File: src/hw/fsr_pkg.sv
// constants and status byte layouts for the flash status register read path
package fsr_pkg;

  // opcodes taken from the serial input
  localparam logic [7:0] FSR_OP_READ_LOW = 8'h05;
  localparam logic [7:0] FSR_OP_READ_HIGH = 8'h35;

  // bits that the write port may change in each byte
  localparam logic [7:0] FSR_WR_MASK_LOW = 8'hfc;
  localparam logic [7:0] FSR_WR_MASK_HIGH = 8'h7b;
  // page lock bits of the high byte, set-only
  localparam logic [7:0] FSR_LOCK_MASK = 8'h38;

  // reset values of the stored bits
  localparam logic [7:0] FSR_RST_LOW = 8'h00;
  localparam logic [7:0] FSR_RST_HIGH = 8'h00;

  // field positions
  localparam int FSR_BIT_MSB = 7;
  localparam int FSR_BIT_WEL = 1;
  localparam int FSR_BIT_BUSY = 0;
  localparam int FSR_BIT_SUSP = 7;
  localparam int FSR_BIT_RSVD = 2;

  // serial link timing
  localparam int FSR_REF_PERIOD_PS = 5000;
  localparam int FSR_LINK_PERIOD_NS = 80;
  localparam int FSR_LINK_CYCLES = (FSR_LINK_PERIOD_NS * 1000) / FSR_REF_PERIOD_PS;

  typedef struct packed {
    logic status_protect_sel_low;
    logic sector_size_sel;
    logic protect_top_bottom_sel;
    logic protect_level_b2;
    logic protect_level_b1;
    logic protect_level_b0;
    logic write_enable_latch;
    logic busy_flag;
  } fsr_status_low_s;

  typedef struct packed {
    logic erase_suspended_flag;
    logic protect_complement;
    logic page3_lock;
    logic page2_lock;
    logic page1_lock;
    logic reserved_bit;
    logic quad_io_enable;
    logic status_protect_sel_high;
  } fsr_status_high_s;

  typedef enum logic [1:0] {
    FSR_ST_OPCODE = 2'b00,
    FSR_ST_READ = 2'b01,
    FSR_ST_IGNORE = 2'b10
  } fsr_state_e;

endpackage

File: src/hw/fsr_status_read.sv
// flash status register store and serial status read engine
`timescale 1ns/10ps
module fsr_status_read
  import fsr_pkg::*;
(
  // clock and reset
  input wire logic ref_clk_i,
  input wire logic rst_n_i,
  // serial pins
  input wire logic spi_sel_n_i,
  input wire logic spi_clk_i,
  input wire logic spi_si_i,
  output logic spi_so_o,
  output logic spi_so_oe_n_o,
  // live device state, same clock domain
  input wire logic write_enable_latch_i,
  input wire logic busy_flag_i,
  input wire logic erase_suspended_flag_i,
  // status write port, same clock domain
  input wire logic stat_wr_i,
  input wire logic stat_wr_high_i,
  input wire logic [7:0] stat_wr_data_i,
  // status images
  output fsr_status_low_s status_low_o,
  output fsr_status_high_s status_high_o
);

  // ****************************************************************
  // pin synchronisers
  // ****************************************************************
  logic [2:0] sel_meta;
  logic [2:0] sel_sync;
  logic sync_clk_old;
  logic [2:0] next_sel_meta;
  logic [2:0] next_sel_sync;
  logic next_sync_clk_old;

  // only the second stage and sync_clk_old behind it are read by logic; the first may be metastable
  always_comb
  begin
    next_sel_meta = {spi_si_i, spi_clk_i, spi_sel_n_i};
    next_sel_sync = sel_meta;
    next_sync_clk_old = sel_sync[1];
  end

  // reset to pin idle levels (select high, clock low) so release shows no false edge
  always_ff @(posedge ref_clk_i)
  begin
    if (!rst_n_i)
    begin
      sel_meta <= 3'h1;
      sel_sync <= 3'h1;
      sync_clk_old <= 1'b0;
    end
    else
    begin
      sel_meta <= next_sel_meta;
      sel_sync <= next_sel_sync;
      sync_clk_old <= next_sync_clk_old;
    end
  end

  // sel_sync holds {si, sclk, sel_n} after two flops
  logic sel_n_s;
  logic sclk_s;
  logic si_s;
  logic sclk_rise;
  logic sclk_fall;

  assign sel_n_s = sel_sync[0];
  assign sclk_s = sel_sync[1];
  assign si_s = sel_sync[2];
  assign sclk_rise = sclk_s & ~sync_clk_old;
  assign sclk_fall = ~sclk_s & sync_clk_old;
  // limitation: sclk must stay below about a sixth of ref_clk_i for edges to be seen

  // ****************************************************************
  // status store
  // ****************************************************************
  logic [7:0] cfg_low;
  logic [7:0] cfg_high;
  logic [7:0] live_low;
  logic [7:0] live_high;
  logic [7:0] next_cfg_low;
  logic [7:0] next_cfg_high;
  logic [7:0] next_live_low;
  logic [7:0] next_live_high;

  always_comb
  begin
    next_cfg_low = cfg_low;
    next_cfg_high = cfg_high;
    if (stat_wr_i && !stat_wr_high_i)
    begin
      next_cfg_low = (cfg_low & ~FSR_WR_MASK_LOW) | (stat_wr_data_i & FSR_WR_MASK_LOW);
    end
    if (stat_wr_i && stat_wr_high_i)
    begin
      next_cfg_high = ((cfg_high & ~FSR_WR_MASK_HIGH) | (stat_wr_data_i & FSR_WR_MASK_HIGH))
                      | (cfg_high & FSR_LOCK_MASK);
    end
    // writable fields of each byte
    next_live_low = next_cfg_low & FSR_WR_MASK_LOW;
    next_live_low[FSR_BIT_WEL] = write_enable_latch_i;
    next_live_low[FSR_BIT_BUSY] = busy_flag_i;
    next_live_high = next_cfg_high & FSR_WR_MASK_HIGH;
    next_live_high[FSR_BIT_SUSP] = erase_suspended_flag_i;
    next_live_high[FSR_BIT_RSVD] = 1'b0;
  end

  always_ff @(posedge ref_clk_i)
  begin
    if (!rst_n_i)
    begin
      cfg_low <= FSR_RST_LOW;
      cfg_high <= FSR_RST_HIGH;
      live_low <= FSR_RST_LOW;
      live_high <= FSR_RST_HIGH;
    end
    else
    begin
      cfg_low <= next_cfg_low;
      cfg_high <= next_cfg_high;
      live_low <= next_live_low;
      live_high <= next_live_high;
    end
  end

  assign status_low_o = fsr_status_low_s'(live_low);
  assign status_high_o = fsr_status_high_s'(live_high);

  // ****************************************************************
  // serial engine
  // ****************************************************************
  fsr_state_e state;
  fsr_state_e next_state;
  logic [7:0] op_shift;
  logic [7:0] next_op_shift;
  logic [2:0] op_cnt;
  logic [2:0] next_op_cnt;
  logic [2:0] bit_idx;
  logic [2:0] next_bit_idx;
  logic sel_high;
  logic next_sel_high;
  logic [7:0] snap;
  logic [7:0] next_snap;
  logic so_q;
  logic next_so;
  logic so_oe_n_q;
  logic next_so_oe_n;
  logic [7:0] live_sel;
  logic [7:0] op_word;

  always_comb
  begin
    next_state = state;
    next_op_shift = op_shift;
    next_op_cnt = op_cnt;
    next_bit_idx = bit_idx;
    next_sel_high = sel_high;
    next_snap = snap;
    next_so = so_q;
    next_so_oe_n = so_oe_n_q;
    live_sel = sel_high ? live_high : live_low;
    op_word = {op_shift[6:0], si_s};
    if (sel_n_s)
    begin
      // release may come at any bit; nothing is flagged
      next_state = FSR_ST_OPCODE;
      next_op_cnt = 3'h0;
      next_so_oe_n = 1'b1;
    end
    else
    begin
      unique case (state)
        FSR_ST_OPCODE:
        begin
          if (sclk_rise)
          begin
            next_op_shift = op_word;
            next_op_cnt = op_cnt + 3'h1;
            if (op_cnt == 3'h7)
            begin
              next_bit_idx = 3'(FSR_BIT_MSB);
              // busy state plays no part in accepting the read
              if (op_word == FSR_OP_READ_LOW)
              begin
                next_state = FSR_ST_READ;
                next_sel_high = 1'b0;
              end
              else if (op_word == FSR_OP_READ_HIGH)
              begin
                next_state = FSR_ST_READ;
                next_sel_high = 1'b1;
              end
              else
              begin
                next_state = FSR_ST_IGNORE;
              end
            end
          end
        end
        FSR_ST_READ:
        begin
          if (sclk_fall)
          begin
            next_so_oe_n = 1'b0;
            if (bit_idx == 3'(FSR_BIT_MSB))
            begin
              // fresh copy per pass so polling sees busy drop
              next_snap = live_sel;
              next_so = live_sel[FSR_BIT_MSB];
            end
            else
            begin
              next_so = snap[bit_idx];
            end
            next_bit_idx = bit_idx - 3'h1;
          end
        end
        FSR_ST_IGNORE:
        begin
          next_so_oe_n = 1'b1;
        end
        default:
        begin
          next_state = FSR_ST_OPCODE;
        end
      endcase
    end
  end

  always_ff @(posedge ref_clk_i)
  begin
    if (!rst_n_i)
    begin
      state <= FSR_ST_OPCODE;
      op_shift <= 8'h00;
      op_cnt <= 3'h0;
      bit_idx <= 3'h7;
      sel_high <= 1'b0;
      snap <= 8'h00;
      so_q <= 1'b0;
      so_oe_n_q <= 1'b1;
    end
    else
    begin
      state <= next_state;
      op_shift <= next_op_shift;
      op_cnt <= next_op_cnt;
      bit_idx <= next_bit_idx;
      sel_high <= next_sel_high;
      snap <= next_snap;
      so_q <= next_so;
      so_oe_n_q <= next_so_oe_n;
    end
  end

  // ****************************************************************
  // pin drive
  // ****************************************************************
  // both straight from flops so the pin never glitches between bits
  assign spi_so_o = so_q;
  assign spi_so_oe_n_o = so_oe_n_q;

endmodule

File: config.mk
export PLATFORM = sky130hd
export DESIGN_NAME = fsr_status_read
export DESIGN_NICKNAME = d
export VERILOG_FILES = /design/src/hw/fsr_pkg.sv /design/src/hw/fsr_status_read.sv
export SDC_FILE = /design/constraint.sdc
export NUM_CORES = 1
export LEC_CHECK = 0
export BUFFER_PORTS_ARGS = -buffer_cell sky130_fd_sc_hd__buf_4
export CAP_MARGIN = 40
export CORE_MARGIN = 2
export CORE_UTILIZATION = 57
export CTS_BUF_LIST = sky130_fd_sc_hd__clkbuf_8
export CTS_CLUSTER_DIAMETER = 100
export DETAILED_ROUTE_END_ITERATION = 12
export GPL_TIMING_DRIVEN = 1
export MAX_ROUTING_LAYER = met4
export PLACE_DENSITY = 0.8
export SYNTH_ARGS = -nofsm -noshare
export SYNTH_HDL_FRONTEND = slang
export SYNTH_SLANG_ARGS = --single-unit
File: constraint.sdc
create_clock -name ref_clk_i -period 2 [get_ports ref_clk_i]
set_input_delay 0.2 -clock ref_clk_i [delete_from_list [all_inputs] [get_ports ref_clk_i]]
set_output_delay 0.2 -clock ref_clk_i [all_outputs]
set_load 0.01 [all_outputs]
## Word level (Yosys, flattened, before mapping)

Cells that the tools add are included.

- Input port bits: 18
- Bits in registers: 65

- Muxes and demuxes: 19
- Eq/ne operators: 9
- $add $sub $neg: 2
- Order comparisons: 1
- Reduce and logical (&&, ||, !) cells: 17
- Bitwise operators: 10

Operator list:

| cell | count |
|---|---|
| 2-to-1 mux 8 bit | 2 |
| AND reduction 5 bit | 2 |
| 2-to-1 mux 3 bit | 3 |
| AND reduction 3 bit | 3 |
| == test 8 x 3 -> 1 bit, second input constant | 1 |
| == test 8 x 6 -> 1 bit, second input constant | 1 |
| 2-to-1 mux 2 bit | 4 |
| bitwise OR 2 x 8 -> 8 bit | 1 |
| bitwise OR 8 x 6 -> 8 bit | 1 |
| bitwise OR 8 x 7 -> 8 bit | 1 |
| 2-to-1 mux 7 bit | 1 |
| == test 3 bit, second input constant | 2 |
| != test 2 bit, second input constant | 3 |
| case mux 3 bit (2 select lines) | 1 |
| nonzero test 2 bit | 3 |
| 2-to-1 mux 1 bit | 5 |
| NOT 1 bit | 5 |
| < comparator 3 x 4 -> 1 bit, second input constant | 1 |
| case mux 2 bit (2 select lines) | 1 |
| AND reduction 2 bit | 2 |
| AND reduction 4 bit | 1 |
| OR reduction 2 bit | 2 |
| adder 3 x 1 -> 3 bit, second input constant | 1 |
| binary-select mux 1 bit (select 3 bit) | 1 |
| other kinds (8) | 10 |

## Logic depth before layout (Yosys ltp)

- Depth after elaboration: 6
- Mapped depth: 8

## Least setup slack after synthesis

OpenSTA, ideal clock, no wires.

- Path kind: register -> register
- From: reg state[1]
- To: reg snap[0]
- Required time: 1884 ps
- Slack: 488 ps
- Arrival time: 1395 ps
- Period minus slack after synthesis: 1512 ps
- Cell stages (with the launch flop): 8
- Cell sequence: dfxtp_1 inv_1 ha_1 and4bb_4 and3_4 buf_6 buf_8 o211a_1

- Cells in the longest elaborated chain, start to end: 2

Ends and longest elaborated chain:

| element | RTL line | text |
|---|---|---|
| start: declaration | fsr_status_read.sv:135 | `fsr_state_e state;` |
| start signal: assignment | fsr_status_read.sv:248 | `state <= next_state;` |
| == test 2 x 1 -> 1 bit | fsr_status_read.sv:175 | `unique case (state)` |
| AND reduction 4 bit (no source line) | - |  |
| end signal: assignment | fsr_status_read.sv:253 | `snap <= next_snap;` |
| end: declaration | fsr_status_read.sv:145 | `logic [7:0] snap;` |

No other way between the ends.
A chain may end at the register's enable or synchronous reset.

## Worst setup path after layout

- From: reg state[1]
- To: reg snap[7]

The elaborated chain is that of the path after synthesis.

==> results.cfg <==
[detailed_routing]
top_layer_used = met4
wl_um = 3960
wl_met3_um = 135
drt_iter0_markers = 82
met1Wirelength_um = 1950
vias = 1581
wl_met2_um = 1810
drc_errors = 0
wl_per_cell_um = 13.5
ant_nets = 0
first_pass_iters = 4
vias_per_cell = 5.38

[finish]
finalNetCount = 271
area_growth_pct = 17.5
fin_util_pct = 68.4
diodes = 0
drive_gt1_share_pct = 21.5

[pwr]
p_int_uw = 1350
leakage_uw = 0.00106
peakVddDrop_mv = 0.598
pwr-share-seq_pct = 57.5
power.switching_uw = 372
p_per_area_nw_per_um2 = 699
p_comb_share_pct = 7.3
clockPowerShare_pct = 35.2
p_sw_share_pct = 21.6

[synth]
ys_types = 42
synth_top_area_cell = dfxtp_1
async_flop_share_pct = 0
synth_area_um2 = 2100
synth.ff_latch_count = 48
syn_avg_cell_area_um2 = 9.82
yosysTopAreaCellShare_pct = 45.7
yosysWarnings = 0
synth_edf_count = 0
synth_ff_type = dfxtp_1
synthTopCellsByArea = dfxtp_1, mux2i_1, ha_1
syn_nets = 239
synthCells = 214
yosysSeqAreaShare_pct = 45.7

[sta]
layout_min_cycle_time_ps = 1560
skew_ps = 9.82
hold_viol = 0
fin_crit_sh_pct = 77.8
finalMaxSlewViolations = 0
setup_tns_ps = 0
setup_viol = 0
layout_setup_ws_ps = 445
rsz0062_at_grt = no
fmax_mhz = 643

[job]
cap_viol_max_count = 0

[clock_network]
cts-hold-fix-buffers = 0
clk_pin_slew_worst_paths_ps = 80
postCtsSetupRepairBufs = 0
clkLatencyLatePin_ps = 300
tritoncts = yes
ctsHtreeMaxLevel = 2
postCtsResizedCells = 0
cts.path.max_buffers = 2
numClockSinks = 48
cts_made_buffers = 5
root_buffer = clkbuf_8

[setup_path]
slowest_stage = dfxtp_1
cp-end-kind = flip-flop
path_buf_inv = 1
arrival_ps = 1750
critPathMaxFanout = 15
worst-setup-path-type = flip-flop to flip-flop
slowest_delay_ps = 330
cp-start-kind = flip-flop
crit_family = simple AND/OR/NAND/NOR gates
worstPathRequired_ps = 2190
path_cells = inv_1, ha_1, and4bb_4, and3_4, o21ai_0, and2_1

[floorplan]
die_y_um = 64.7
die_area_um2 = 4190
start_util_pct = 58.3
num_io_pins = 36
fp-row-count = 22
die_x_um = 64.7
core_area_um2 = 3610

[placed_design]
gp_congestion = 0.788
dp_hpwl_um = 2830
post-place-ws_ps = 458
io_buffers = 34

[grt]
overflow = 0
antenna_found_initial = 0
grt_first_pass_wirelength_um = 6830
grt_max_degree = 44
grt_pass1_vias = 1510
grt_usage_pct = 21.6

[run_status]
status = complete, no violations

[hold_path]
min_path_type = primary input to flip-flop
[stage by stage]
stage | cell area [um^2] | cells | hold slack (ps) | power (uW)
after floorplan | 2100 | 214 | 301 | 1080
after global placement | 2370 | 287 | 386 | 1140
after detailed placement | 2370 | 287 | 389 | 1140
after CTS | 2470 | 294 | 74.8 | 1740
after global routing | 2470 | 294 | 91.7 | 1800
final | 2470 | 294 | 82.1 | 1720
[sequential cells by signal, indices dropped and copies added (netlist names)]
register       cells
op_cnt             3
status_high_o      2
snap               8
spi_so_oe_n_o      1
bit_idx            3
sel_high           1
cfg_high           5
sync_clk_old       1
op_shift           7
next_sel_sync      3
state              2
cfg_low            6
spi_so_o           1
status_low_o       2
sel_sync           3
[final cells by class]
cell class	count	area [um^2]
flip-flops and latches	48	961
well taps	48	60.1
inverters	8	30.0
clock buffers	7	96.3
multi-input cells	145	1030
repair buffers	38	285
fillers	293	1140
[cell usage in the layout, fill, tap and decap left out, drive strengths merged, types with 5 or more instances in the layout]
cell	n
o211a	5
buf	38
nor2b	12
and2	9
mux2i	14
nor2	10
nand2	18
o21ai	12
a31oi	8
clkbuf	7
ha	7
dfxtp	48
inv	8
a21boi	10
[power by group through the flow]
stage	Sequential (uW)	Combinational [uW]	Clock (uW)
after global routing	995	136	667
after CTS	992	127	618
after floorplan	1020	58.3	0
after global placement	1010	125	0
after detailed placement	1010	127	0
final	992	126	607
[synth_stat cells (7+ instances only)]
library cell and number:
a21boi_0 10, a31oi_1 8, and2_1 9, clkbuf_1 7
dfxtp_1 48, ha_1 7, inv_1 8, mux2i_1 14
nand2_1 18, nor2_1 10, nor2b_1 12, o21ai_0 12
[final timing paths]
check / slack [ps] / from / to / cells after the start
worst max-delay path: 440 / state[1] / snap[7] / 6
worst min-delay path: 80 / spi_sel_n_i / next_sel_sync[0] / 2
worst max register to register: 440 / state[1] / snap[7] / 6
worst min register to register: 410 / next_sel_sync[0] / sel_sync[0] / 1
[routing by layer]
| metal | global-route usage, % | vias to the layer above |
|---|---|---|
| met5 | - | - |
| met4 | 8.78 | 0 |
| met3 | 4.17 | 7 |
| met2 | 32.9 | 26 |
| met1 | 28.5 | 746 |
| li1 | - | 802 |
[cells by family after synthesis]
logic type,share of synthesized area (%)
adder cells (fa/ha/maj),4.17
other,0.179
XOR/XNOR,0.834
AO/OA/AOI/OAI,15.5
flip-flops,45.7
AND/OR/NAND/NOR,19.2
multiplexers,9.35
buffers and inverters,5.00
Note: power is estimated with default switching activity, not from simulation.
